===== config.mk =====
export PLATFORM = sky130hd
export DESIGN_NAME = bsdc_line_ctrl
export DESIGN_NICKNAME = d
export VERILOG_FILES = /design/src/bsdc_pkg.sv /design/src/bsdc_line_ctrl.sv
export SDC_FILE = /design/constraint.sdc
export NUM_CORES = 1
export LEC_CHECK = 0
export ABC_AREA = 1
export CELL_PAD_IN_SITES_DETAIL_PLACEMENT = 0
export CELL_PAD_IN_SITES_GLOBAL_PLACEMENT = 1
export CORE_MARGIN = 2
export CORE_UTILIZATION = 49
export DETAILED_ROUTE_END_ITERATION = 7
export DONT_BUFFER_PORTS = 1
export PLACE_DENSITY_LB_ADDON = 0.1
export SYNTH_ARGS = -nofsm -noshare
export SYNTH_HDL_FRONTEND = slang
export SYNTH_SLANG_ARGS = --single-unit

===== constraint.sdc =====
create_clock -name clk_sys_i -period 10.1 [get_ports clk_sys_i]
set_input_delay 0 -clock clk_sys_i [delete_from_list [all_inputs] [get_ports clk_sys_i]]
set_output_delay 0 -clock clk_sys_i [all_outputs]
set_load 0.02 [all_outputs]

===== src/bsdc_pkg.sv =====
// constants, state encoding and register map of the bisync line controller
// How it works
// - reset lands in transmit idle, line quiet
// - transmit starts only on launch command
// - four sync idles precede the message
// - ETX/ETB ending appends two CRC characters
// - exactly one all-ones pad closes transmission
// - transparent data DLEs are sent doubled
// - control DLE before ETX/ETB stays single
// - transmit end sets done, interrupts if enabled
// - two consecutive sync idles give sync
// - first non-sync character after sync is data
// - memory writes only after launch command
// - drop SYN, DLE SYN, first DLE of pair
// - check CRC word, then set done
// - stay receiving and hunting until transmit mode
// - ASCII odd parity on non-transparent text
// - build option picks ASCII or EBCDIC controls
// - half-duplex, data moves by memory requests
// - four registers at fixed offsets from base
// - launch bit 0 write-only, reads zero
// - receive mode bit 1, cleared by reset
// - done bit 7 cleared by launch, set otherwise
package bsdc_pkg;

  // register offsets (word index; byte address is four times this)
  localparam logic [2:0] REG_CTL  = 3'h0;
  localparam logic [2:0] REG_BCNT = 3'h2;
  localparam logic [2:0] REG_BADR = 3'h4;
  localparam logic [2:0] REG_DBUF = 3'h6;

  // control and status register fields
  localparam int CTL_GO    = 0;
  localparam int CTL_RX    = 1;
  localparam int CTL_BUILD = 2;
  localparam int CTL_TST   = 3;
  localparam int CTL_EXT   = 4;
  localparam int CTL_IE    = 6;
  localparam int CTL_RDY   = 7;
  localparam int CTL_CNO   = 8;
  localparam int CTL_NI    = 9;
  localparam int CTL_PAR   = 10;
  localparam int CTL_CRC   = 11;
  localparam int CTL_LM    = 12;
  localparam int CTL_DMA   = 13;
  localparam int CTL_TO    = 14;
  localparam int CTL_ERR   = 15;

  // reset values
  localparam logic [15:0] CTL_RESET = 16'h0080;
  localparam logic [15:0] REG_RESET = 16'h0000;

  // control character identifiers
  localparam logic [2:0] C_SYN = 3'h0;
  localparam logic [2:0] C_DLE = 3'h1;
  localparam logic [2:0] C_STX = 3'h2;
  localparam logic [2:0] C_ETX = 3'h3;
  localparam logic [2:0] C_ETB = 3'h4;
  localparam logic [2:0] C_ENQ = 3'h5;
  localparam logic [2:0] C_EOT = 3'h6;

  // ASCII codes
  localparam logic [7:0] ASC_SYN = 8'h16;
  localparam logic [7:0] ASC_DLE = 8'h10;
  localparam logic [7:0] ASC_STX = 8'h02;
  localparam logic [7:0] ASC_ETX = 8'h03;
  localparam logic [7:0] ASC_ETB = 8'h17;
  localparam logic [7:0] ASC_ENQ = 8'h05;
  localparam logic [7:0] ASC_EOT = 8'h04;
  // EBCDIC codes
  localparam logic [7:0] EBC_SYN = 8'h32;
  localparam logic [7:0] EBC_DLE = 8'h10;
  localparam logic [7:0] EBC_STX = 8'h02;
  localparam logic [7:0] EBC_ETX = 8'h03;
  localparam logic [7:0] EBC_ETB = 8'h26;
  localparam logic [7:0] EBC_ENQ = 8'h2d;
  localparam logic [7:0] EBC_EOT = 8'h37;

  // framing figures
  localparam logic [7:0]  PAD_CHAR  = 8'hff;
  localparam logic [1:0]  SYN_LEAD  = 2'h3;   // index of last of four leading idles
  localparam logic [15:0] CRC_POLY  = 16'ha001; // reflected x16+x15+x2+1
  localparam logic [15:0] CRC_INIT  = 16'h0000;
  localparam logic [15:0] BCNT_LAST = 16'hffff;
  localparam logic [15:0] ADR_STEP  = 16'h0002;

  // controller states
  typedef enum logic [7:0] {
    S_TX_IDLE = 8'h01,
    S_TX_SYN  = 8'h02,
    S_TX_DATA = 8'h04,
    S_TX_CRC  = 8'h08,
    S_TX_PAD  = 8'h10,
    S_RX_HUNT = 8'h20,
    S_RX_DATA = 8'h40,
    S_RX_CRC  = 8'h80
  } bsdc_state_t;

endpackage : bsdc_pkg

===== src/bsdc_line_ctrl.sv =====
// bisync line controller: register slave, memory request master, serial framer
//
// Local design decisions: register access over Avalon-MM and the register addresses.
`timescale 1ns/1ps
module bsdc_line_ctrl #(
  parameter bit EBCDIC_SET = 1'b0           // build option: 0 ASCII, 1 EBCDIC
) (
  // clock and reset
  input  wire logic        clk_sys_i,
  input  wire logic        reset_i,
  // register slave
  input  wire logic [4:0]  avs_address_i,
  input  wire logic        avs_read_i,
  input  wire logic        avs_write_i,
  input  wire logic [31:0] avs_writedata_i,
  input  wire logic [3:0]  avs_byteenable_i,
  output logic      [31:0] avs_readdata_o,
  output logic             avs_waitrequest_o,
  // memory request master
  output logic      [17:0] dma_address_o,
  output logic             dma_read_o,
  output logic             dma_write_o,
  output logic      [15:0] dma_writedata_o,
  input  wire logic [15:0] dma_readdata_i,
  input  wire logic        dma_waitrequest_i,
  // modem line
  input  wire logic        tx_clk_i,
  input  wire logic        rx_clk_i,
  input  wire logic        rx_data_i,
  output logic             tx_data_o,
  // host interrupt
  output logic             irq_o
);

  typedef struct packed {
    logic [2:0]           txc;       // tx clock sync chain and history
    logic [2:0]           rxc;       // rx clock sync chain and history
    logic [1:0]           rxd;       // rx data sync chain
    bsdc_pkg::bsdc_state_t st;
    logic                 rx_mode;
    logic                 build;
    logic                 tst;
    logic [1:0]           ext;
    logic                 ie;
    logic                 rdy;
    logic                 par_err;
    logic                 crc_err;
    logic                 lm_err;
    logic                 dma_err;
    logic                 armed;     // receive buffer granted
    logic [15:0]          bcnt;
    logic [15:0]          badr;
    logic [15:0]          dbuf;
    logic [15:0]          crc;
    logic                 waitreq;
    logic [31:0]          rdata;
    logic [7:0]           tsh;
    logic [2:0]           tbit;
    logic                 txd;
    logic [1:0]           cnt;       // idle, crc and pad counter
    logic [1:0]           tavail;    // fetched bytes not yet sent
    logic                 thi;
    logic                 tprev_dle;
    logic                 transp;
    logic [7:0]           rsh;
    logic [2:0]           rbit;
    logic                 rsyn1;
    logic                 rprev_dle;
    logic                 rhalf;
    logic                 rstarted;
    logic                 dma_rd;
    logic                 dma_wr;
    logic [17:0]          dma_adr;
    logic [15:0]          dma_wd;
    logic                 irq;
  } bsdc_regs_t;

  bsdc_regs_t s;
  bsdc_regs_t n;

  // control character code for the selected set
  function automatic logic [7:0] chr(input logic [2:0] id);
    case (id)
      bsdc_pkg::C_SYN: chr = EBCDIC_SET ? bsdc_pkg::EBC_SYN : bsdc_pkg::ASC_SYN;
      bsdc_pkg::C_DLE: chr = EBCDIC_SET ? bsdc_pkg::EBC_DLE : bsdc_pkg::ASC_DLE;
      bsdc_pkg::C_STX: chr = EBCDIC_SET ? bsdc_pkg::EBC_STX : bsdc_pkg::ASC_STX;
      bsdc_pkg::C_ETX: chr = EBCDIC_SET ? bsdc_pkg::EBC_ETX : bsdc_pkg::ASC_ETX;
      bsdc_pkg::C_ETB: chr = EBCDIC_SET ? bsdc_pkg::EBC_ETB : bsdc_pkg::ASC_ETB;
      bsdc_pkg::C_ENQ: chr = EBCDIC_SET ? bsdc_pkg::EBC_ENQ : bsdc_pkg::ASC_ENQ;
      default:         chr = EBCDIC_SET ? bsdc_pkg::EBC_EOT : bsdc_pkg::ASC_EOT;
    endcase
  endfunction : chr

  // control match; non-transparent ASCII text ignores the parity bit
  function automatic logic is_c(input logic [7:0] c, input logic [2:0] id,
                                input logic tr);
    logic [7:0] k;
    k = chr(id);
    is_c = (EBCDIC_SET || tr) ? (c == k) : (c[6:0] == k[6:0]);
  endfunction : is_c

  // odd parity on non-transparent ASCII text
  function automatic logic [7:0] with_par(input logic [7:0] c, input logic tr);
    with_par = (EBCDIC_SET || tr) ? c : {~^c[6:0], c[6:0]};
  endfunction : with_par

  // one character into the check word, low bit first
  function automatic logic [15:0] crc_upd(input logic [15:0] crc, input logic [7:0] c);
    logic [15:0] r;
    r = crc ^ {8'h00, c};
    for (int i = 0; i < 8; i++) begin
      r = r[0] ? ((r >> 1) ^ bsdc_pkg::CRC_POLY) : (r >> 1);
    end
    crc_upd = r;
  endfunction : crc_upd

  // byte-lane merge for 16-bit registers
  function automatic logic [15:0] merge(input logic [15:0] old, input logic [31:0] wd,
                                        input logic [3:0] be);
    merge = {be[1] ? wd[15:8] : old[15:8], be[0] ? wd[7:0] : old[7:0]};
  endfunction : merge

  logic        tx_fall;
  logic        rx_rise;
  logic        acc;
  logic        wr_en;
  logic        go;
  logic [2:0]  idx;
  logic [15:0] ctl_word;
  logic [7:0]  b;
  logic [7:0]  ch;
  logic [7:0]  c;
  logic [1:0]  np;
  logic [7:0]  p0;
  logic [7:0]  p1;
  logic [7:0]  pb;
  logic        wq;
  logic [15:0] wword;
  logic        fin;

  // next-state logic for the whole controller
  always_comb begin
    n       = s;
    tx_fall = s.txc[2] & ~s.txc[1];
    rx_rise = ~s.rxc[2] & s.rxc[1];
    acc     = (avs_read_i | avs_write_i) & s.waitreq;
    wr_en   = avs_write_i & ~s.waitreq;
    go      = 1'b0;
    idx     = avs_address_i[4:2];
    b       = s.thi ? s.dbuf[15:8] : s.dbuf[7:0];
    ch      = bsdc_pkg::PAD_CHAR;
    c       = {s.rxd[1], s.rsh[7:1]};
    np      = 2'd0;
    p0      = c;
    p1      = c;
    pb      = c;
    wq      = 1'b0;
    wword   = s.dbuf;
    fin     = 1'b0;
    ctl_word = {s.par_err | s.crc_err | s.lm_err | s.dma_err, 1'b0, s.dma_err, s.lm_err,
                s.crc_err, s.par_err, 2'b00, s.rdy, s.ie, s.ext, s.tst, s.build,
                s.rx_mode, 1'b0};

    // line input synchronisers
    n.txc = {s.txc[1:0], tx_clk_i};
    n.rxc = {s.rxc[1:0], rx_clk_i};
    n.rxd = {s.rxd[0], rx_data_i};

    // register slave: one wait cycle, answer on the next edge
    n.waitreq = ~acc;
    if (acc) begin
      case (idx)
        bsdc_pkg::REG_CTL:  n.rdata = {16'h0000, ctl_word};
        bsdc_pkg::REG_BCNT: n.rdata = {16'h0000, s.bcnt};
        bsdc_pkg::REG_BADR: n.rdata = {16'h0000, s.badr};
        bsdc_pkg::REG_DBUF: n.rdata = {16'h0000, s.dbuf};
        default:            n.rdata = 32'h0000_0000;
      endcase
    end
    if (wr_en) begin
      case (idx)
        bsdc_pkg::REG_CTL: begin
          if (avs_byteenable_i[0]) begin
            n.rx_mode = avs_writedata_i[bsdc_pkg::CTL_RX];
            n.build   = avs_writedata_i[bsdc_pkg::CTL_BUILD];
            n.tst     = avs_writedata_i[bsdc_pkg::CTL_TST];
            n.ext     = avs_writedata_i[bsdc_pkg::CTL_EXT +: 2];
            n.ie      = avs_writedata_i[bsdc_pkg::CTL_IE];
            go        = avs_writedata_i[bsdc_pkg::CTL_GO];
            if (!avs_writedata_i[bsdc_pkg::CTL_GO]) begin
              n.rdy = 1'b1;
            end
          end
        end
        bsdc_pkg::REG_BCNT: n.bcnt = merge(s.bcnt, avs_writedata_i, avs_byteenable_i);
        bsdc_pkg::REG_BADR: n.badr = merge(s.badr, avs_writedata_i, avs_byteenable_i);
        bsdc_pkg::REG_DBUF: n.dbuf = merge(s.dbuf, avs_writedata_i, avs_byteenable_i);
        default: ;
      endcase
    end

    // launch command: clear done and errors, start or arm
    if (go) begin
      n.rdy     = 1'b0;
      n.par_err = 1'b0;
      n.crc_err = 1'b0;
      n.lm_err  = 1'b0;
      n.dma_err = 1'b0;
      if (n.rx_mode) begin
        n.armed = 1'b1;
      end else if (s.st == bsdc_pkg::S_TX_IDLE) begin
        n.st        = bsdc_pkg::S_TX_SYN;
        n.cnt       = 2'd0;
        n.tbit      = 3'd7;
        n.tavail    = 2'd0;
        n.thi       = 1'b0;
        n.tprev_dle = 1'b0;
        n.transp    = 1'b0;
        n.crc       = bsdc_pkg::CRC_INIT;
      end
    end

    // switch to receive only from transmit idle, back to transmit from any receive state; never both ways at once
    if (s.st == bsdc_pkg::S_TX_IDLE && s.rx_mode) begin
      n.st    = bsdc_pkg::S_RX_HUNT;
      n.rsyn1 = 1'b0;
    end else if ((s.st & (bsdc_pkg::S_RX_HUNT | bsdc_pkg::S_RX_DATA |
                          bsdc_pkg::S_RX_CRC)) != 8'h00 && !s.rx_mode) begin
      n.st    = bsdc_pkg::S_TX_IDLE;
      n.armed = 1'b0;
    end

    // memory request completion
    if ((s.dma_rd | s.dma_wr) && !dma_waitrequest_i) begin
      if (s.dma_rd) begin
        n.dbuf   = dma_readdata_i;
        n.tavail = 2'd2;
        n.thi    = 1'b0;
      end
      n.dma_rd = 1'b0;
      n.dma_wr = 1'b0;
      n.badr   = s.badr + bsdc_pkg::ADR_STEP;
    end

    // transmit prefetch of the next word
    if ((s.st == bsdc_pkg::S_TX_SYN || s.st == bsdc_pkg::S_TX_DATA) && s.tavail == 2'd0
        && !s.dma_rd && !s.dma_wr && s.bcnt != 16'h0000) begin
      n.dma_rd  = 1'b1;
      n.dma_adr = {s.ext, s.badr};
    end

    // transmit serialiser, one bit per falling line clock
    if ((s.st & (bsdc_pkg::S_TX_SYN | bsdc_pkg::S_TX_DATA | bsdc_pkg::S_TX_CRC |
                 bsdc_pkg::S_TX_PAD)) != 8'h00 && tx_fall) begin
      if (s.tbit != 3'd7) begin
        n.tsh  = {1'b1, s.tsh[7:1]};
        n.txd  = s.tsh[1];
        n.tbit = s.tbit + 3'd1;
      end else begin
        n.tbit = 3'd0;
        case (s.st)
          bsdc_pkg::S_TX_SYN: begin
            ch    = chr(bsdc_pkg::C_SYN);
            n.cnt = s.cnt + 2'd1;
            if (s.cnt == bsdc_pkg::SYN_LEAD) begin
              n.st = bsdc_pkg::S_TX_DATA;
            end
          end
          bsdc_pkg::S_TX_DATA: begin
            if (s.transp && s.tprev_dle && s.tavail != 2'd0 &&
                !is_c(b, bsdc_pkg::C_ETX, 1'b1) && !is_c(b, bsdc_pkg::C_ETB, 1'b1)) begin
              ch          = chr(bsdc_pkg::C_DLE);
              n.tprev_dle = 1'b0;
            end else if (s.tavail == 2'd0) begin
              ch        = with_par(chr(bsdc_pkg::C_ENQ), s.transp);
              n.dma_err = 1'b1;
              n.st      = bsdc_pkg::S_TX_PAD;
              n.cnt     = 2'd0;
            end else begin
              ch          = with_par(b, s.transp);
              n.crc       = crc_upd(s.crc, ch);
              n.tavail    = s.tavail - 2'd1;
              n.thi       = 1'b1;
              n.bcnt      = s.bcnt + 16'h0001;
              n.tprev_dle = is_c(b, bsdc_pkg::C_DLE, s.transp);
              if (!s.transp && s.tprev_dle && is_c(b, bsdc_pkg::C_STX, 1'b0)) begin
                n.transp = 1'b1;
              end
              if ((is_c(b, bsdc_pkg::C_ETX, s.transp) || is_c(b, bsdc_pkg::C_ETB, s.transp))
                  && (!s.transp || s.tprev_dle)) begin
                n.st  = bsdc_pkg::S_TX_CRC;
                n.cnt = 2'd0;
              end else if (s.bcnt == bsdc_pkg::BCNT_LAST) begin
                n.st  = bsdc_pkg::S_TX_PAD;
                n.cnt = 2'd0;
              end
            end
          end
          bsdc_pkg::S_TX_CRC: begin
            ch    = (s.cnt == 2'd0) ? s.crc[7:0] : s.crc[15:8];
            n.cnt = s.cnt + 2'd1;
            if (s.cnt == 2'd1) begin
              n.st  = bsdc_pkg::S_TX_PAD;
              n.cnt = 2'd0;
            end
          end
          default: begin
            if (s.cnt == 2'd0) begin
              ch    = bsdc_pkg::PAD_CHAR;
              n.cnt = 2'd1;
            end else begin
              n.st  = bsdc_pkg::S_TX_IDLE;
              n.rdy = 1'b1;
            end
          end
        endcase
        n.tsh = ch;
        n.txd = (n.st == bsdc_pkg::S_TX_IDLE) ? 1'b1 : ch[0];
      end
    end

    // receive deserialiser, one bit per rising line clock
    if ((s.st & (bsdc_pkg::S_RX_HUNT | bsdc_pkg::S_RX_DATA | bsdc_pkg::S_RX_CRC)) != 8'h00
        && rx_rise) begin
      n.rsh  = c;
      n.rbit = s.rbit + 3'd1;
      if (s.st == bsdc_pkg::S_RX_HUNT) begin
        if (!s.rsyn1) begin
          if (is_c(c, bsdc_pkg::C_SYN, 1'b0)) begin
            n.rsyn1 = 1'b1;
            n.rbit  = 3'd0;
          end
        end else if (s.rbit == 3'd7) begin
          n.rsyn1 = 1'b0;
          n.rbit  = 3'd0;
          if (is_c(c, bsdc_pkg::C_SYN, 1'b0)) begin
            n.st        = bsdc_pkg::S_RX_DATA;
            n.rprev_dle = 1'b0;
            n.transp    = 1'b0;
            n.rhalf     = 1'b0;
            n.rstarted  = 1'b0;
            n.crc       = bsdc_pkg::CRC_INIT;
          end
        end
      end else if (s.rbit == 3'd7) begin
        n.rbit = 3'd0;
        if (s.st == bsdc_pkg::S_RX_CRC) begin
          n.crc = crc_upd(s.crc, c);
          n.cnt = s.cnt + 2'd1;
          if (s.cnt == 2'd1) begin
            n.crc_err = (crc_upd(s.crc, c) != 16'h0000);
            fin       = 1'b1;
          end
        end else if (s.transp) begin
          n.rprev_dle = 1'b0;
          if (s.rprev_dle) begin
            if (is_c(c, bsdc_pkg::C_DLE, 1'b1)) begin
              np = 2'd1;
            end else if (!is_c(c, bsdc_pkg::C_SYN, 1'b1)) begin
              np = 2'd2;
              p0 = chr(bsdc_pkg::C_DLE);
              if (is_c(c, bsdc_pkg::C_ETX, 1'b1) || is_c(c, bsdc_pkg::C_ETB, 1'b1)) begin
                n.st  = bsdc_pkg::S_RX_CRC;
                n.cnt = 2'd0;
              end
            end
          end else if (is_c(c, bsdc_pkg::C_DLE, 1'b1)) begin
            n.rprev_dle = 1'b1;
          end else begin
            np = 2'd1;
          end
        end else if (!is_c(c, bsdc_pkg::C_SYN, 1'b0)) begin
          np          = 2'd1;
          n.rprev_dle = is_c(c, bsdc_pkg::C_DLE, 1'b0);
          if (!EBCDIC_SET && !(^c)) begin
            n.par_err = 1'b1;
          end
          if (s.rprev_dle && is_c(c, bsdc_pkg::C_STX, 1'b0)) begin
            n.transp = 1'b1;
          end
          if (is_c(c, bsdc_pkg::C_ETX, 1'b0) || is_c(c, bsdc_pkg::C_ETB, 1'b0)) begin
            n.st  = bsdc_pkg::S_RX_CRC;
            n.cnt = 2'd0;
          end else if (is_c(c, bsdc_pkg::C_ENQ, 1'b0) || is_c(c, bsdc_pkg::C_EOT, 1'b0)) begin
            fin = 1'b1;
          end
        end
      end
    end

    // store up to two characters into the word assembly buffer
    for (int k = 0; k < 2; k++) begin
      if (k < int'(np)) begin
        pb    = (k == 0) ? p0 : p1;
        n.crc = crc_upd(n.crc, pb);
        if (!n.rstarted && !n.armed) begin
          n.dma_err = 1'b1;
        end
        n.rstarted = 1'b1;
        if (!n.armed) begin
          n.rhalf = n.rhalf;
        end else if (n.bcnt == 16'h0000) begin
          n.lm_err = 1'b1;
        end else begin
          n.bcnt = n.bcnt - 16'h0001;
          if (!n.rhalf) begin
            n.dbuf[7:0] = pb;
            n.rhalf     = 1'b1;
          end else begin
            n.dbuf[15:8] = pb;
            n.rhalf      = 1'b0;
            wq           = 1'b1;
            wword        = {pb, n.dbuf[7:0]};
          end
        end
      end
    end

    // end of received message: flush odd byte, done, hunt again
    if (fin) begin
      if (n.rhalf && n.armed) begin
        wq    = 1'b1;
        wword = {8'h00, n.dbuf[7:0]};
      end
      n.rhalf = 1'b0;
      n.rdy   = 1'b1;
      n.armed = 1'b0;
      n.st    = bsdc_pkg::S_RX_HUNT;
      n.rsyn1 = 1'b0;
    end

    // memory write request; a word lost to a busy bus is an error
    if (wq) begin
      if (n.dma_rd || n.dma_wr) begin
        n.dma_err = 1'b1;
      end else begin
        n.dma_wr  = 1'b1;
        n.dma_wd  = wword;
        n.dma_adr = {n.ext, n.badr};
      end
    end

    n.irq = n.ie & n.rdy;
  end

  // state register with synchronous reset
  always_ff @(posedge clk_sys_i) begin
    if (reset_i) begin
      s         <= '0;
      s.st      <= bsdc_pkg::S_TX_IDLE;
      s.rdy     <= bsdc_pkg::CTL_RESET[bsdc_pkg::CTL_RDY];
      s.bcnt    <= bsdc_pkg::REG_RESET;
      s.badr    <= bsdc_pkg::REG_RESET;
      s.dbuf    <= bsdc_pkg::REG_RESET;
      s.waitreq <= 1'b1;
      s.txd     <= 1'b1;
    end else begin
      s <= n;
    end
  end

  // outputs straight from the state flops
  assign avs_readdata_o    = s.rdata;
  assign avs_waitrequest_o = s.waitreq;
  assign dma_address_o     = s.dma_adr;
  assign dma_read_o        = s.dma_rd;
  assign dma_write_o       = s.dma_wr;
  assign dma_writedata_o   = s.dma_wd;
  assign tx_data_o         = s.txd;
  assign irq_o             = s.irq;

endmodule : bsdc_line_ctrl


== Word level (Yosys, flattened, before mapping) ==
Cells that the tools add are included.
Widths: inputs -> output; s select.
Word-level totals
  input bits: 65
  word-level logic and storage cells: 598
  register bits: 196
Cells by class
  bitwise logic cells: 51
  reductions and logical operators: 57
  mux-type cells: 396
  order comparisons: 2
  $add $sub $neg: 8
  equality and inequality tests: 43
Operators by type and width (count)
  $mux 16: 77
  $mux 8: 110
  $mux 7: 63
  $mux 32: 3
  $not 2->3: 32
  $eq 7x7->1: 13
  $mux 1: 84
  $eq 8x8->1: 10
  $mux 35: 2
  $mux 2: 33
  $pmux 16 s4: 1
  $xor 16x8->16: 4
  $mux 48: 1
  $pmux 8 s3: 2
  $logic_not 16->1: 2
  $reduce_bool 16->1: 2
  $sub 16x1->16 const B: 2
  $mux 3: 9
  $logic_and 1x1->1: 20
  $mux 18: 1
  $add 16x1->16 const B: 1
  $add 16x2->16 const B: 1
  $eq 16x16->1 const B: 1
  $eq 8x1->1 const B: 2
  38 further kinds: 81

== Longest topological paths before layout ==
Gate-level depths: netlist of run 1.
  depth after elaboration: 70
  gate-level depth with buffers: 42
  depth with buffers taken out: 38

== Worst setup path before layout of run 1 ==
Ideal clock, no wire load.
  path type: reg-to-reg
  start: register s[54] (netlist name)
  end: register s, in the netlist dma_writedata_o[7]
  setup slack: 5.722 ns
  clock period less this slack: 4.378 ns
  path buffers: 6
  setup time: 0.112 ns
  stages on the path, launching flop included: 37
  data required time: 9.988 ns
  arrival time: 4.266 ns
  path through: dfxtp_1 > buf_4 > clkbuf_1 > nand2_1 > nand2_1 > inv_1 > ha_1 > nand2_1 > inv_1 > nand4_2 > nand3_4 > nand3_4 > inv_4 > buf_12 > buf_6 > nand2_1 > nand2_1 > nor2_2 > nand2_2 > nor2_2 > nand4_2 > nand2_4 > xor2_1 > ha_1 > nand2_1 > nor2_1 > nand3_1 > inv_2 > nand2_4 > nand3_2 > nand3_4 > nand2_4 > buf_8 > buf_12 > nand3_1 > nor2_1 > nor2_1
Between the ends
  cells in the longest elaborated chain, start to end: 21
  elaborated cells between the ends (all ways): 51
  those cells by class: add/sub: 1; eq/ne: 2; mux: 40; reduce/logical: 8
RTL lines
  from (decl): RTL line bsdc_line_ctrl.sv:78  | bsdc_regs_t s;
  from (signal assigned): RTL line bsdc_line_ctrl.sv:458  | s <= n;
  $mux 8 (*): RTL line bsdc_line_ctrl.sv:150  | b = s.thi ? s.dbuf[15:8] : s.dbuf[7:0];
  $eq 8x8->1: RTL line bsdc_line_ctrl.sv:99  | is_c = (EBCDIC_SET || tr) ? (c == k) : (c[6:0] == k[6:0]);
  $logic_not 1->1: RTL line bsdc_line_ctrl.sv:271  | !is_c(b, bsdc_pkg::C_ETX, 1'b1) && !is_c(b, bsdc_pkg::C_ETB, 1'b1)) begin
  $logic_and 1x1->1: RTL line bsdc_line_ctrl.sv:270  | if (s.transp && s.tprev_dle && s.tavail != 2'd0 &&
  $logic_and 1x1->1 (*): RTL line bsdc_line_ctrl.sv:271
  $mux 16 (*): RTL line bsdc_line_ctrl.sv:270
  $mux 16 (*): RTL line bsdc_line_ctrl.sv:261  | case (s.st)
  $mux 16 (*): RTL line bsdc_line_ctrl.sv:255  | if (s.tbit != 3'd7) begin
  (+5 left out)
  $logic_not 16->1 / $mux 1 (equally long branches): RTL line bsdc_line_ctrl.sv:402, bsdc_line_ctrl.sv:406
  $mux 1: RTL line bsdc_line_ctrl.sv:402  | end else if (n.bcnt == 16'h0000) begin
  $mux 1: RTL line bsdc_line_ctrl.sv:400  | if (!n.armed) begin
  $mux 2: RTL line bsdc_line_ctrl.sv:393  | if (k < int'(np)) begin
  $logic_and 1x1->1: RTL line bsdc_line_ctrl.sv:421  | if (n.rhalf && n.armed) begin
  $mux 1: RTL line bsdc_line_ctrl.sv:421
  $mux 1: RTL line bsdc_line_ctrl.sv:420  | if (fin) begin
  $reduce_and 2->1 (no line)
Every way passes the cells marked *; elsewhere a longest branch is shown, timed or not.
A chain may end at the register's enable or synchronous reset.

== Final worst setup path of run 1 ==
  start: register s[60] (netlist name)
  end: register s, in the netlist dma_writedata_o[14]
Between the ends
  cells in the longest elaborated chain, start to end: 15
  elaborated cells between the ends (all ways): 36
  those cells by class: add/sub: 1; eq/ne: 1; mux: 30; reduce/logical: 4
RTL lines
  $ne 3x3->1 (*): RTL line bsdc_line_ctrl.sv:255
  $mux 16 (*): RTL line bsdc_line_ctrl.sv:255
  $mux 16 (*): RTL line bsdc_line_ctrl.sv:253  | if ((s.st & (bsdc_pkg::S_TX_SYN | bsdc_pkg::S_TX_DATA | bsdc_pkg::S_TX_CRC |
  $sub 16x1->16 / $logic_not 16->1 (equally long branches): RTL line bsdc_line_ctrl.sv:405, bsdc_line_ctrl.sv:402
  $mux 16 / $mux 1 (equally long branches): RTL line bsdc_line_ctrl.sv:402
  $mux 16 / $mux 1 (equally long branches): RTL line bsdc_line_ctrl.sv:400
  $mux 16 / $mux 2 (equally long branches): RTL line bsdc_line_ctrl.sv:393
  $logic_not 16->1 / $mux 1 (equally long branches): RTL line bsdc_line_ctrl.sv:402, bsdc_line_ctrl.sv:406
  $mux 1: RTL line bsdc_line_ctrl.sv:402
  $mux 1: RTL line bsdc_line_ctrl.sv:400
  $mux 2: RTL line bsdc_line_ctrl.sv:393
  $logic_and 1x1->1: RTL line bsdc_line_ctrl.sv:421
  $mux 1: RTL line bsdc_line_ctrl.sv:421
  $mux 1: RTL line bsdc_line_ctrl.sv:420
  $reduce_and 2->1 (no line)
Marked as above.

==> out/results.txt, run 1 <==
The highest ir drop seen on vdd is 0.0001188 V. In the synthesized netlist the dominant register cell turns out to be sky130_fd_sc_hd__dfxtp_1. After synthesis, the share of flip-flops with an asynchronous set or reset is 0%.

After detailed routing, the average wire length per cell comes to 19.99 um. After layout, the minimum clock period comes to 7.107 ns. The overflow left after global routing came out at 0. The sequential fraction of the synthesis area was 24.33%; the number of cells in the finished layout apart from fillers was 2718.

The detailed router placed 15.62k vias in this run. The clock transition time at the flip-flop clock pins of the worst setup and hold paths was 0.08 ns. Between clock sinks in the finished design, the worst skew comes to 0.01360 ns. In this run the number of H-tree levels came out at 4.

The critical path crosses 27 cells after its start point. The count of final hold-check violations was 0. At the end of routability-driven placement, the weighted congestion stood at 0.9514. In this design, the largest share of critical-path delay is due to simple AND/OR/NAND/NOR gates. In this run the power density over the cells is 97.46 nW/um^2. The final-layout fill cell count was 3166.

Cells with a size suffix above 1 make up 6.922% of the layout. The HPWL after detailed placement is 40.80 mm. Buffers inserted during clock tree synthesis total 17.

TritonCTS built the clock tree. The tools report the first element of the critical path as s[60]$_SDFFE_PP0P_. The required time of the critical path was 10.45 ns. The logs give 29560 um^2 for the core area and 0 for the number of pins exceeding their max-slew limit in the final report. The number of design-rule violations left by the first detailed-router iteration was 1524.

For the number of sinks handled by clock tree synthesis, the log shows 178. Cell area after synthesis: 14650 um^2. Worst min-delay path startpoint: avs_write_i. The worst register-to-register path ends at dma_writedata_o[14]$_SDFFE_PP0P_. The clock passes through at most 2 buffers. The highest cell delay on the worst timing path was 0.55 ns.

The residual DRC count is 0. In the post-synthesis netlist, the cell with the most instances is sky130_fd_sc_hd__nand2_1. During I/O placement, the number of pins put on the boundary was 136. The synthesized design contains 178 register bits. For the reported max-cap violation count, the log shows 0. The critical path contains buffers and inverters numbering 3 combined.

For the total negative setup slack, the log shows 0 ns. Clock latency on the worst-skew pair, taken at its later pin, is 0.47 ns. The setup slack of the most critical reg-to-reg path was 2.99 ns; the pin count of the biggest net entering global routing was 107. The x dimension of the die is 176.9 um.

In the synthesized netlist, the cells that appear most often are 594 x sky130_fd_sc_hd__nand2_1, 259 x sky130_fd_sc_hd__inv_1, 231 x sky130_fd_sc_hd__nor2_1. Maximum fanout count along the critical path: 35. The most critical setup path has its endpoint at dma_writedata_o[14]$_SDFFE_PP0P_. The global-route wire length before repair came out at 83.96 mm.

Data arrives at the worst endpoint at 7.46 ns. After clock tree synthesis, the setup repair step added 0 buffers. The top cell type by area accounts for 24.33% of the synthesized area. The area enclosed by the die boundary is 31290 um^2.

The chip height came out at 176.9 um. Along the worst hold path, the cell count comes to 5. The Yosys step of the flow raised 0 warnings.

The kind of start point of the critical path is a flip-flop. For this run, the detailed router's first-pass iteration total came to 6. Global routing used 35.12% of the available tracks. In the post-synthesis netlist, the biggest area contributors are sky130_fd_sc_hd__dfxtp_1 24%, sky130_fd_sc_hd__nand2_1 15%, sky130_fd_sc_hd__o21ai_0 7.0%. Once placement completed, the tool counted placed cells totaling 2649. Setup repair after global routing left no endpoint under its margin.

For the net total in the final layout, the log shows 2411. The synthesized design contains 0 enable-type register cells. The maximum clock frequency is 140.7 MHz. The dominant cell type by area after synthesis was sky130_fd_sc_hd__dfxtp_1. Cell at the slowest stage of the critical path: sky130_fd_sc_hd__nand4_1. The final design utilization is 51.82%. The leakage power figure came out at 0.006665 uW. The mean cell area of the mapped netlist was 6.139 um^2; the row count was 63.

The via count of the first global-routing pass was 14.66k; the effective utilization at floorplan was 49.55%. After synthesis, the netlist uses 73 different library cells. The run finished with clean final reports. Dividing the detail-routed via count by the number of cells gives 5.745. Headroom to the max-slew limit came out at 30.81%. The tools report the category of the worst setup path capture point as a flip-flop. Dividing the final minimum period by the clock period gives 70.37%. The critical path is of the flip-flop to flip-flop type.

The detail route stage leaves a number of antenna-violating nets equal to 0. The gate count after technology mapping was 2386. For this block, the routed nets add up to 54.34 mm of wire. The cell at the root of the clock tree is sky130_fd_sc_hd__clkbuf_16.

Startpoint of the worst-slack reg-to-reg timing path: s[60]$_SDFFE_PP0P_. Number of buffer cells added on primary ports: 0. Counting cells, the worst reg-to-reg path comes to 27. The run gives 3 as the number of antenna violations at the first check in global routing.

The transition time at the pin with the least slew margin works out to 1.028 ns. The type of the tightest min-delay check is input port to flip-flop. The total of endpoints with negative setup slack in the final report was 0.

The area added between synthesis and finish came out at 4.570%.
-- layout by cell type, fill, tap and decap left out, types with 5 or more instances in the layout --
| cell | count |
|---|---|
| sky130_fd_sc_hd__nand2_1 | 594 |
| sky130_fd_sc_hd__inv_1 | 259 |
| sky130_fd_sc_hd__nor2_1 | 230 |
| sky130_fd_sc_hd__o21ai_0 | 206 |
| sky130_fd_sc_hd__dfxtp_1 | 178 |
| sky130_fd_sc_hd__a21oi_1 | 154 |
| sky130_fd_sc_hd__nand3_1 | 150 |
| sky130_fd_sc_hd__xor2_1 | 47 |
| sky130_fd_sc_hd__o22ai_1 | 39 |
| sky130_fd_sc_hd__dlygate4sd3_1 | 34 |
| sky130_fd_sc_hd__nand4_1 | 33 |
| sky130_fd_sc_hd__ha_1 | 33 |
| sky130_fd_sc_hd__inv_2 | 31 |
| sky130_fd_sc_hd__nor3_1 | 27 |
| sky130_fd_sc_hd__o211ai_1 | 23 |
| sky130_fd_sc_hd__xnor2_1 | 22 |
| sky130_fd_sc_hd__o21ai_1 | 22 |
| sky130_fd_sc_hd__clkbuf_16 | 17 |
| sky130_fd_sc_hd__conb_1 | 16 |
| sky130_fd_sc_hd__buf_4 | 15 |
| sky130_fd_sc_hd__a31oi_1 | 14 |
| sky130_fd_sc_hd__o221ai_1 | 12 |
| sky130_fd_sc_hd__nand3b_1 | 12 |
| sky130_fd_sc_hd__nand2_2 | 11 |
| sky130_fd_sc_hd__nor2_2 | 11 |
| sky130_fd_sc_hd__nand3_2 | 11 |
| sky130_fd_sc_hd__nor4_1 | 10 |
| sky130_fd_sc_hd__o21ai_2 | 9 |
| sky130_fd_sc_hd__a21oi_2 | 8 |
| sky130_fd_sc_hd__nor2_4 | 6 |
| sky130_fd_sc_hd__nand2_4 | 5 |
| sky130_fd_sc_hd__nand4_2 | 5 |
| sky130_fd_sc_hd__a211oi_1 | 5 |
-- through the flow --
stage          hold slack (ns)  worst slack, ns  power [uW]  instance area [um^2]
2_1_floorplan           0.1070            5.722       794.8                 14700
3_3_place_gp           0.07903            3.146       804.0                 14360
3_5_place_dp           0.08024            3.109       804.5                 14360
4_1_cts                0.01519            3.100        1502                 15310
5_1_grt                0.03734            2.324        1543                 15320
6_report               0.02761            2.993        1493                 15320
-- per-layer routing --
layer,global-route usage [%],up-vias,wire [um]
li1,-,7637,-
met1,45.61,7215,23370
met2,56.58,645,24390
met3,7.238,115,4261
met4,14.70,3,2264
met5,0,-,46
-- worst min path at each step --
stage	to	slack [ns]
after CTS	s[151]$_SDFF_PP0_	0.02
final	s[128]$_SDFF_PP0_	0.03
after detailed placement	n[194]$_SDFF_PP0_	0.08
after floorplan	n[189]$_SDFF_PP0_	0.11
after global routing	s[128]$_SDFF_PP0_	0.04
after global placement	n[189]$_SDFF_PP0_	0.08
-- power by group --
group	switching [uW]	internal, uW
logic	73.6	30.7
clock network	348	332
registers	4.20	705
total	426	1070
-- final cells by class --
cell class,instances,area (um^2),share of cell area (%)
antenna,2,5.005,0.03267
clock buffer,17,425.4,2.777
clock inverter,15,162.7,1.062
inverter,296,1115,7.278
multi-input combinational,1770,9077,59.26
sequential,178,3563,23.26
tap,390,488.0,3.186
timing repair buffer,50,480.5,3.137
-- state kept, by name, indices dropped and copies added (netlist names) --
name and cells:
s 99, dma_address_o 18, avs_readdata_o 16, dma_writedata_o 16, ctl_word 11, c 8
n 5, avs_waitrequest_o 1, dma_read_o 1, dma_write_o 1, irq_o 1, tx_data_o 1
-- worst min-delay path: cells and delay by family --
family          cells  cell delay (ns)
compound gates      2             0.25
simple gates        2             0.15
buf+inv             1             0.04
-- what timing repair did --
item | 4_1_cts | 5_1_grt
gates resized for setup | 0 | 0
hold buffers | 35 | 0
endpoints found under the hold margin | 125 | 0
-- cell families after synthesis --
| logic type | share of synthesized area [%] |
|---|---|
| flops | 24.33 |
| mux | 0.1367 |
| simple gates | 33.59 |
| buf+inv | 14.15 |
| fa+ha+maj | 2.819 |
| xor+xnor | 4.459 |
| compound gates | 20.49 |
| other cells | 0.02560 |
Note: power is estimated with default switching activity, not from simulation.
==> run 2, diff against run 1 <==
ABC_AREA = 0   (was 1)
CORE_UTILIZATION = 48   (was 49)
clock period = 7.4 ns   (was 10.1 ns; I/O delays follow)
==> run 2 against run 1 <==
Net effect:
- register-to-register slack worse by 2.5 ns
- total power up 38%
- critical path depth down 5
==> out/results.txt, run 2 <==
The tools report the maximum root-to-sink buffer count as 2 (unchanged). The tools report the final weighted congestion in routability-driven placement as 0.9527 (+0.14%). The kind of start point of the critical path is a flip-flop. For this design, the slowest cell found on the critical path is sky130_fd_sc_hd__o41ai_4. The total of endpoints with negative setup slack in the final report was 0 (unchanged). The clock transition time at the flip-flop clock pins of the worst setup and hold paths was 0.08 ns (about the same). The flip-flop count of the largest register, all copies and words added was 99 (unchanged); the final wirelength was 50.12 mm (-7.8%). The number of pins exceeding their max-slew limit in the final report is 0 (unchanged), and the total CTS buffers is 17 (unchanged). The transition time at the pin with the least slew margin is 1.162 ns (+0.1332 ns). Highest cell delay on the worst timing path: 0.58 ns (+0.03 ns).

The length in cells of the worst reg-to-reg path was 22 (-19%). The average wire per standard cell came out at 23.98 um (+20%). The H-tree depth was 4 (unchanged); the global-route track usage on met1 was 49.16% (+3.5 points). The run finished with clean final reports.

Clock tree synthesis selected as its root buffer the cell sky130_fd_sc_hd__clkbuf_16. Residual DRC count: 0 (unchanged). The worst setup path is captured at a flip-flop. The x dimension of the die works out to 172.3 um (-2.6%).

The tools report the final HPWL from detailed placement as 36.35 mm (-11%). The I/O pin count is 136 (unchanged), and the minimum clock period is 6.878 ns (-0.2296 ns). The maximum fanout count along the critical path came out at 15 (-57%). From synthesis to final layout, the design area changed by 7.409%. Grouping stages by cell kind, the critical path spends the most delay in simple AND/OR/NAND/NOR gates. The arrival time at the worst endpoint is 7.28 ns (-0.18 ns). The total negative setup slack came out at 0 ns (unchanged). The run gives 1755 (-26%) as the gate count after technology mapping. The power density over the cells came out at 140.9 nW/um^2 (+45%). Final cycle utilization of the critical path: 92.94% (+23 points).

The chip height came out at 172.3 um (-2.6%). The sequential fraction of the synthesis area is 26.21% (+1.9 points), and the reported max-cap violation count is 0 (unchanged). By area, the combinational part of the netlist is dominated by simple AND/OR/NAND/NOR gates. Following the worst setup path forward leads to its endpoint at s[130]$_SDFF_PP0_. The startpoint of the worst-slack reg-to-reg timing path is s[54]$_SDFF_PP0_. Tracing the worst setup path back leads to its startpoint at s[54]$_SDFF_PP0_. The dominant register cell in the synthesized netlist is sky130_fd_sc_hd__dfxtp_1. The number of storage elements in the synthesis netlist came out at 178 (unchanged). The cell that appears most often on the critical path is sky130_fd_sc_hd__ha_1. The logs give 0.005373 uW (-19%) for the leakage power figure and 14600 um^2 (-4.7%) for the post-layout instance area.

The run gives 178 (unchanged) as the number of sinks handled by clock tree synthesis. The register name with the most flops is s. Row count: 61 (-3.2%). The post-detailed-placement cell area was 13540 um^2 (-5.7%); the global-route wire length before repair was 75.64 mm (-9.9%).

By area the synthesized netlist is led by sky130_fd_sc_hd__dfxtp_1 26%, sky130_fd_sc_hd__nand2_1 5.9%, sky130_fd_sc_hd__xnor2_1 5.8%. The compound-cell area share of the yosys netlist was 21.37% (+0.88 points). The simple-gate share of the synthesized area is 24.78% (-8.8 points).

In the layout the commonest cells are 214 x sky130_fd_sc_hd__nand2_1, 200 x sky130_fd_sc_hd__nor2_1, 177 x sky130_fd_sc_hd__dfxtp_1. The net total in the final layout came out at 1796 (-26%). In the synthesized netlist, the cells that appear most often are 215 x sky130_fd_sc_hd__nand2_1, 200 x sky130_fd_sc_hd__nor2_1, 178 x sky130_fd_sc_hd__dfxtp_1. The final-layout fill cell count came out at 2758 (-13%). The tightest min-delay check is of the input port to flip-flop type. Highest ir drop seen on vdd: 0.0001632 V (+37%). The number of library cell types mapped by synthesis was 98 (+34%); the number of antenna violations at the first check in global routing was 6 (+3). The depth of the critical timing path with buffers and inverters included is 22 (-19%).

The overall via count from detail_route was 13.25k (-15%); the area share of xor/xnor cells in the synthesized design was 9.894% (+5.4 points). Leaving out fill and tap cells, the most frequent cell in the layout is sky130_fd_sc_hd__nand2_1. The relative slew slack is 22.05% (-8.8 points). The critical path is of the flip-flop to flip-flop type.

The via-per-instance ratio is 6.340 (+10%). The tools report the worst reg2reg path endpoint as s[130]$_SDFF_PP0_. The dominant cell type by area after synthesis is sky130_fd_sc_hd__dfxtp_1. Mux cell area share after synthesis: 6.940% (+6.8 points). The pin count of the biggest net entering global routing was 151 (+41%). The tools report the effective utilization at floorplan as 48.80% (-0.75 points).

The most heavily used metal layer in global routing is met2. The ratio of cells with drive above 1 in the final layout works out to 8.591% (+1.7 points). The setup slack of the most critical reg-to-reg path is 0.52 ns (-2.47 ns), and the number of design-rule violations left by the first detailed-router iteration is 1526 (+0.13%).

For the global router's overall resource usage, the log shows 34.08% (-1.0 points). The count of final hold-check violations is 0 (unchanged), and the met3 track demand over resource is 8.034% (+0.80 points). The tools report the via count of the first global-routing pass as 12.32k (-16%). The final setup slack of the worst path was 0.5222 ns (-2.470 ns).

For the clock latency on the worst-skew pair, the log shows 0.47 ns (about the same). The share of synthesized flip-flops with an asynchronous set or reset came out at 0% (unchanged). The sum of buffers and inverters on the critical path was 2 (-1).

The logs give 7.80 ns (-2.65 ns) for the required time of the critical path and 0 (unchanged) for the remaining antenna violation count after routing. Setup repair after global routing left no endpoint under its margin. The share of the synthesized area in the top cell type was 26.21% (+1.9 points); the area enclosed by the die boundary was 29680 um^2 (-5.1%).

The arithmetic-cell share of the synthesized area counting full adders, half adders and majority gates came out at 3.037% (+0.22 points). The most frequent cell after synthesis is sky130_fd_sc_hd__nand2_1. Area used by sequential logic in the layout: 3565 um^2 (about the same). The run gives 49.87% (-6.7 points) as the met2 track demand over resource.

Traced cell by cell, the critical path runs through mux2i_1 -> ha_1 -> a22o_1 -> nand4_4 -> and2_1 -> or3_1 -> nand3_1 -> o21ai_0 -> a31oi_1 -> ha_1 -> o211ai_2 -> o41ai_4 -> nor4_4 -> xnor2_1 -> or4_4 -> nor3_2 -> o21bai_1 -> nand2_2 -> buf_4 -> o211ai_1 -> dlygate4sd3_1 -> a21oi_1. The run gives 5 (-1) as the number of search-and-repair iterations in the first detailed-routing pass. For the cell area after synthesis, the log shows 13590 um^2 (-7.2%). The worst clock skew came out at 0.01525 ns (+0.001648 ns). The post-placement worst setup slack is 0.5494 ns (-2.560 ns). TritonCTS built the clock tree. The number of buffer cells added on primary ports is 0 (unchanged), and the warning count from the yosys run is 0 (unchanged). The maximum clock frequency is 145.4 MHz (+3.3%), and the overflow left after global routing is 0 (unchanged).

The mean cell area of the mapped netlist is 7.746 um^2 (+26%). The number of enable-type register cells in the synthesized netlist was 0 (unchanged). The run gives 27860 um^2 (-5.8%) as the core area. The run gives 9065 um^2 (-0.14%) as the area occupied by multi-input gates.
run 2: worst min-delay path by stage:
stage | startpoint | endpoint | cells after the start
2_1_floorplan | rx_data_i | n[189]$_SDFF_PP0_ | 1
3_3_place_gp | reset_i | s[126]$_SDFF_PP0_ | 1
3_5_place_dp | reset_i | s[114]$_SDFF_PP0_ | 1
4_1_cts | dma_readdata_i[7] | s[127]$_SDFF_PP0_ | 4
5_1_grt | dma_readdata_i[7] | s[127]$_SDFF_PP0_ | 4
6_report | reset_i | s[107]$_SDFF_PP0_ | 2
run 2: cell families after synthesis:
group,count (synthesis)
other,1
XOR/XNOR,136
adder cells (fa/ha/maj),33
buffers and inverters,207
multiplexers,76
flip-flops,178
AO/OA/AOI/OAI,424
AND/OR/NAND/NOR,700
run 2: worst register-to-register path: stages (launching register included):
cell,delay [ns]
sky130_fd_sc_hd__dfxtp_2,0.51
sky130_fd_sc_hd__mux2i_1,0.47
sky130_fd_sc_hd__ha_1,0.26
sky130_fd_sc_hd__a22o_1,0.23
sky130_fd_sc_hd__nand4_4,0.19
sky130_fd_sc_hd__and2_1,0.27
sky130_fd_sc_hd__or3_1,0.54
sky130_fd_sc_hd__nand3_1,0.14
sky130_fd_sc_hd__o21ai_0,0.08
sky130_fd_sc_hd__a31oi_1,0.37
sky130_fd_sc_hd__ha_1,0.32
sky130_fd_sc_hd__o211ai_2,0.21
sky130_fd_sc_hd__o41ai_4,0.58
sky130_fd_sc_hd__nor4_4,0.09
sky130_fd_sc_hd__xnor2_1,0.21
sky130_fd_sc_hd__or4_4,0.57
sky130_fd_sc_hd__nor3_2,0.29
sky130_fd_sc_hd__o21bai_1,0.16
sky130_fd_sc_hd__nand2_2,0.23
sky130_fd_sc_hd__buf_4,0.28
sky130_fd_sc_hd__o211ai_1,0.12
sky130_fd_sc_hd__dlygate4sd3_1,0.57
sky130_fd_sc_hd__a21oi_1,0.13
run 2: per-stage QoR:
stage                     utilization [%]  hold slack, ns  instances  total power, uW
after floorplan                         -          0.1282       1770             1073
after global placement              48.60         0.08548       2017             1071
after detailed placement            48.60         0.08723       2017             1071
after CTS                           52.32        0.002573       2089             2070
after global routing                52.41         0.04138       2090             2111
final                               52.41        0.006399       2090             2057
run 2: timing repair:
action,CTS,global route
endpoints found under the setup margin,0,4
setup buffers,0,0
resized for setup,0,7
hold endpoints to repair,167,0
hold buffers,40,0
run 2: cell type report:
| class | count | share of cell area (%) |
|---|---|---|
| multi-input combinational | 1385 | 62.08 |
| inverter | 30 | 0.7712 |
| clock buffer | 17 | 2.913 |
| timing repair buffer | 86 | 5.227 |
| sequential | 178 | 24.41 |
| tap | 378 | 3.239 |
| antenna | 1 | 0.01714 |
| clock inverter | 15 | 1.337 |
run 2: power by group:
group	leakage [uW]	switching (uW)	internal, uW
Combinational	0.00364	77.6	43.9
Clock	0.000294	477	488
Sequential	0.00144	8.91	962
Total	0.00537	564	1490
run 2: layer usage:
metal / part of all wire [%] / up-vias
met5: 0.054 / -
met4: 2.6 / 4
met3: 10 / 96
met2: 42 / 682
met1: 45 / 6366
li1: - / 6102
==> run 3, diff against run 2 <==
HOLD_SLACK_MARGIN = 0.12   (was unset)
==> run 3 against run 2 <==
Net effect:
- fmax grew 0.25%
- worst setup slack better by 0.017 ns
- largest power group unchanged
- die area unchanged
- highest routed layer unchanged
- worst hold slack gained 0.13 ns
- sequential cell count did not move
- first-iteration DRC count increased by 8.8%
- cell count grew 0.96%
- clock skew down 0.0015 ns
- non-clock buffer count increased by 15
- wire length is 1.2% higher
- critical endpoint unchanged
==> out/results.txt, run 3 (same netlist as run 2, synthesis figures left out) <==
The flow ran to the end, and the final reports show no timing, DRC or antenna violations. The internal cell power is 1496 uW (+0.21%), and the overall via count from detail_route is 13.41k (+1.2%). Row count: 61 (unchanged).

The ratio of cells with drive above 1 in the final layout came out at 8.517% (-0.075 points). The relative slew slack came out at 20.23% (-1.8 points). The final wirelength is 50.72 mm (+1.2%), and the minimum clock period is 6.860 ns (-0.01738 ns). Transition time at the pin with the least slew margin: 1.189 ns (+0.02711 ns). The clock power share came out at 46.7% (-0.2 points). For the total chip power, the log shows 2065 uW (+0.39%). Leaving out fill and tap cells, the most frequent cells in the layout are 214 x sky130_fd_sc_hd__nand2_1, 200 x sky130_fd_sc_hd__nor2_1, 177 x sky130_fd_sc_hd__dfxtp_1. The x dimension of the die came out at 172.3 um (unchanged). STA classifies the critical path endpoint as a flip-flop. The tools report the number of sinks handled by clock tree synthesis as 178 (unchanged). The number of pins exceeding their max-slew limit in the final report is 0 (unchanged). TritonCTS built the clock tree. For the total negative setup slack, the log shows 0 ns (unchanged). The logs give 0.54 ns (+0.02 ns) for the setup slack of the most critical reg-to-reg path and 6 (+1) for the number of search-and-repair iterations in the first detailed-routing pass.

The remaining antenna violation count after routing is 0 (unchanged), and the core area is 27860 um^2 (unchanged). The net total in the final layout is 1811 (+0.84%), and the number of buffer cells added on primary ports is 0 (unchanged). The tools report the worst clock skew as 0.01379 ns (-0.001463 ns).

The tools report the worst min-delay path startpoint as dma_waitrequest_i. The logs give 17 (unchanged) for the total CTS buffers and 4 (-2) for the number of antenna violations at the first check in global routing. Leaving out fill and tap cells, the most frequent cell in the layout is sky130_fd_sc_hd__nand2_1.

The average wire per standard cell is 24.04 um (+0.24%), and the post-CTS setup-driven buffer insertion count is 0 (unchanged). The global router's overall resource usage was 34.52% (+0.44 points); the chip height was 172.3 um (unchanged). The area added between synthesis and finish was 8.606%. Setup repair after global routing left no endpoint under its margin. Switching power: 568.3 uW (+0.84%).

Startpoint of the worst-slack reg-to-reg timing path: s[54]$_SDFF_PP0_. Clock transition time at the flip-flop clock pins of the worst setup and hold paths: 0.08 ns (about the same). The switching share of total power works out to 27.52% (+0.12 points). The number of design-rule violations left by the first detailed-router iteration is 1661 (+8.8%), and the pin count of the biggest net entering global routing is 151 (unchanged). The power density over the cells was 139.9 nW/um^2 (-0.72%). The count of final hold-check violations is 0 (unchanged). H-tree depth: 4 (unchanged). The worst hold path belongs to the class input port to flip-flop. The critical path is of the flip-flop to flip-flop type. The tree is rooted in a sky130_fd_sc_hd__clkbuf_16.

The area enclosed by the die boundary is 29680 um^2 (unchanged). Length in cells of the worst reg-to-reg path: 22 (unchanged). The residual DRC count was 0 (unchanged); the final-layout fill cell count was 2746 (-0.44%). The highest ir drop seen on vdd was 0.0001640 V (+0.46%); the number of cells on the worst hold path was 4 (+2). The maximum fanout count along the critical path works out to 15 (unchanged). The required time of the critical path is 7.80 ns (about the same). The tools report the sequential share of power as 47.0% (-0.2 points).

The arrival time at the worst endpoint is 7.26 ns (-0.02 ns), and the overflow left after global routing is 0 (unchanged). The final HPWL from detailed placement was 36.35 mm (unchanged). The flip-flop count of the largest register, all copies and words added was 99 (unchanged). The tools report the maximum root-to-sink buffer count as 2 (unchanged). Counting flops per register, the top entry is s. The run gives 76.28 mm (+0.84%) as the global-route wire length before repair.

The clock latency on the worst-skew pair came out at 0.47 ns (about the same). The leakage power figure was 0.005424 uW (+0.94%). The logs give 12.37k (+0.41%) for the via count of the first global-routing pass and 0 (unchanged) for the reported max-cap violation count. STA classifies the critical path startpoint as a flip-flop. The endpoint of the worst hold-timing path is s[54]$_SDFF_PP0_. The final cycle utilization of the critical path was 92.71% (-0.23 points); the final weighted congestion in routability-driven placement was 0.9527 (unchanged). The worst reg2reg path endpoint is s[130]$_SDFF_PP0_. The via-per-instance ratio came out at 6.356 (+0.26%). The maximum clock frequency is 145.8 MHz (+0.25%).

The I/O pin count was 136 (unchanged). For the total of endpoints with negative setup slack in the final report, the log shows 0 (unchanged). The tools report the effective utilization at floorplan as 48.80% (unchanged).

The proportion of power drawn by combinational gates came out at 6.3% (+0.4 points).
-- run 3: cell types whose count changed in the layout (fill, tap and decap cells not counted), sizes merged --
cell	before	now
diode	1	6
dlygate4sd3	39	54
-- run 3: critical path, cell delays in order (launching register included) --
cell and delay [ns]:
sky130_fd_sc_hd__dfxtp_2 0.51, sky130_fd_sc_hd__mux2i_1 0.46, sky130_fd_sc_hd__ha_1 0.25, sky130_fd_sc_hd__a22o_1 0.21
sky130_fd_sc_hd__nand4_4 0.19, sky130_fd_sc_hd__and2_1 0.27, sky130_fd_sc_hd__or3_1 0.54, sky130_fd_sc_hd__nand3_1 0.13
sky130_fd_sc_hd__o21ai_0 0.08, sky130_fd_sc_hd__a31oi_1 0.37, sky130_fd_sc_hd__ha_1 0.32, sky130_fd_sc_hd__o211ai_2 0.21
sky130_fd_sc_hd__o41ai_4 0.58, sky130_fd_sc_hd__nor4_4 0.08, sky130_fd_sc_hd__xnor2_1 0.21, sky130_fd_sc_hd__or4_4 0.57
sky130_fd_sc_hd__nor3_2 0.29, sky130_fd_sc_hd__o21bai_1 0.16, sky130_fd_sc_hd__nand2_2 0.22, sky130_fd_sc_hd__buf_4 0.27
sky130_fd_sc_hd__o211ai_1 0.12, sky130_fd_sc_hd__dlygate4sd3_1 0.57, sky130_fd_sc_hd__a21oi_1 0.13
-- run 3: timing repair --
action / in CTS / in global routing
hold buffers: 55 / 0
setup endpoints to repair: 0 / 2
resized for setup: 0 / 7
endpoints found under the hold margin: 174 / 0
-- run 3: worst max-delay path by stage --
stage,start,endpoint,depth (start not counted)
3_3_place_gp,s[54]$_SDFF_PP0_,dma_writedata_o[12]$_SDFFE_PP0P_,22
4_1_cts,s[54]$_SDFF_PP0_,s[130]$_SDFF_PP0_,24
3_5_place_dp,s[54]$_SDFF_PP0_,dma_writedata_o[12]$_SDFFE_PP0P_,22
2_1_floorplan,s[54]$_SDFF_PP0_,dma_writedata_o[0]$_SDFFE_PP0P_,28
5_1_grt,s[54]$_SDFF_PP0_,s[130]$_SDFF_PP0_,24
6_report,s[54]$_SDFF_PP0_,s[130]$_SDFF_PP0_,22
-- run 3: layout make-up --
cell class	count	area [um^2]	area share, %
Antenna cell	6	15.01	0.1017
Clock buffer	17	425.4	2.881
Clock inverter	15	195.2	1.322
Inverter	30	112.6	0.7627
Multi-Input combinational cell	1385	9065	61.40
Sequential cell	178	3565	24.14
Tap cell	378	473.0	3.203
Timing Repair Buffer	101	913.4	6.186
-- run 3: power groups by stage --
stage	clock network (uW)	registers (uW)	logic, uW
floorplan	0	988	85.2
global placement	0	993	78.2
detailed placement	0	993	78.5
CTS	980	970	126
global route	1010	971	138
finish	965	971	129
-- run 3: per-stage QoR --
step | hold WS (ns) | utilization [%] | setup slack (ns) | instances | cell area, um^2
after global placement | 0.08548 | 48.60 | 0.6630 | 2017 | 13540
after detailed placement | 0.08723 | 48.60 | 0.5494 | 2017 | 13540
final | 0.1391 | 53.00 | 0.5396 | 2110 | 14760
after floorplan | 0.1282 | - | 1.334 | 1770 | 13650
after CTS | 0.1233 | 52.86 | 0.2186 | 2104 | 14730
after global routing | 0.1660 | 52.95 | 0.1086 | 2105 | 14750
-- run 3: metal layers --
metal	routed length (um)	vias up	track usage [%]
li1	-	6138	-
met1	23020	6428	49.64
met2	20850	731	49.40
met3	5315	110	8.995
met4	1513	4	12.24
met5	25	-	0
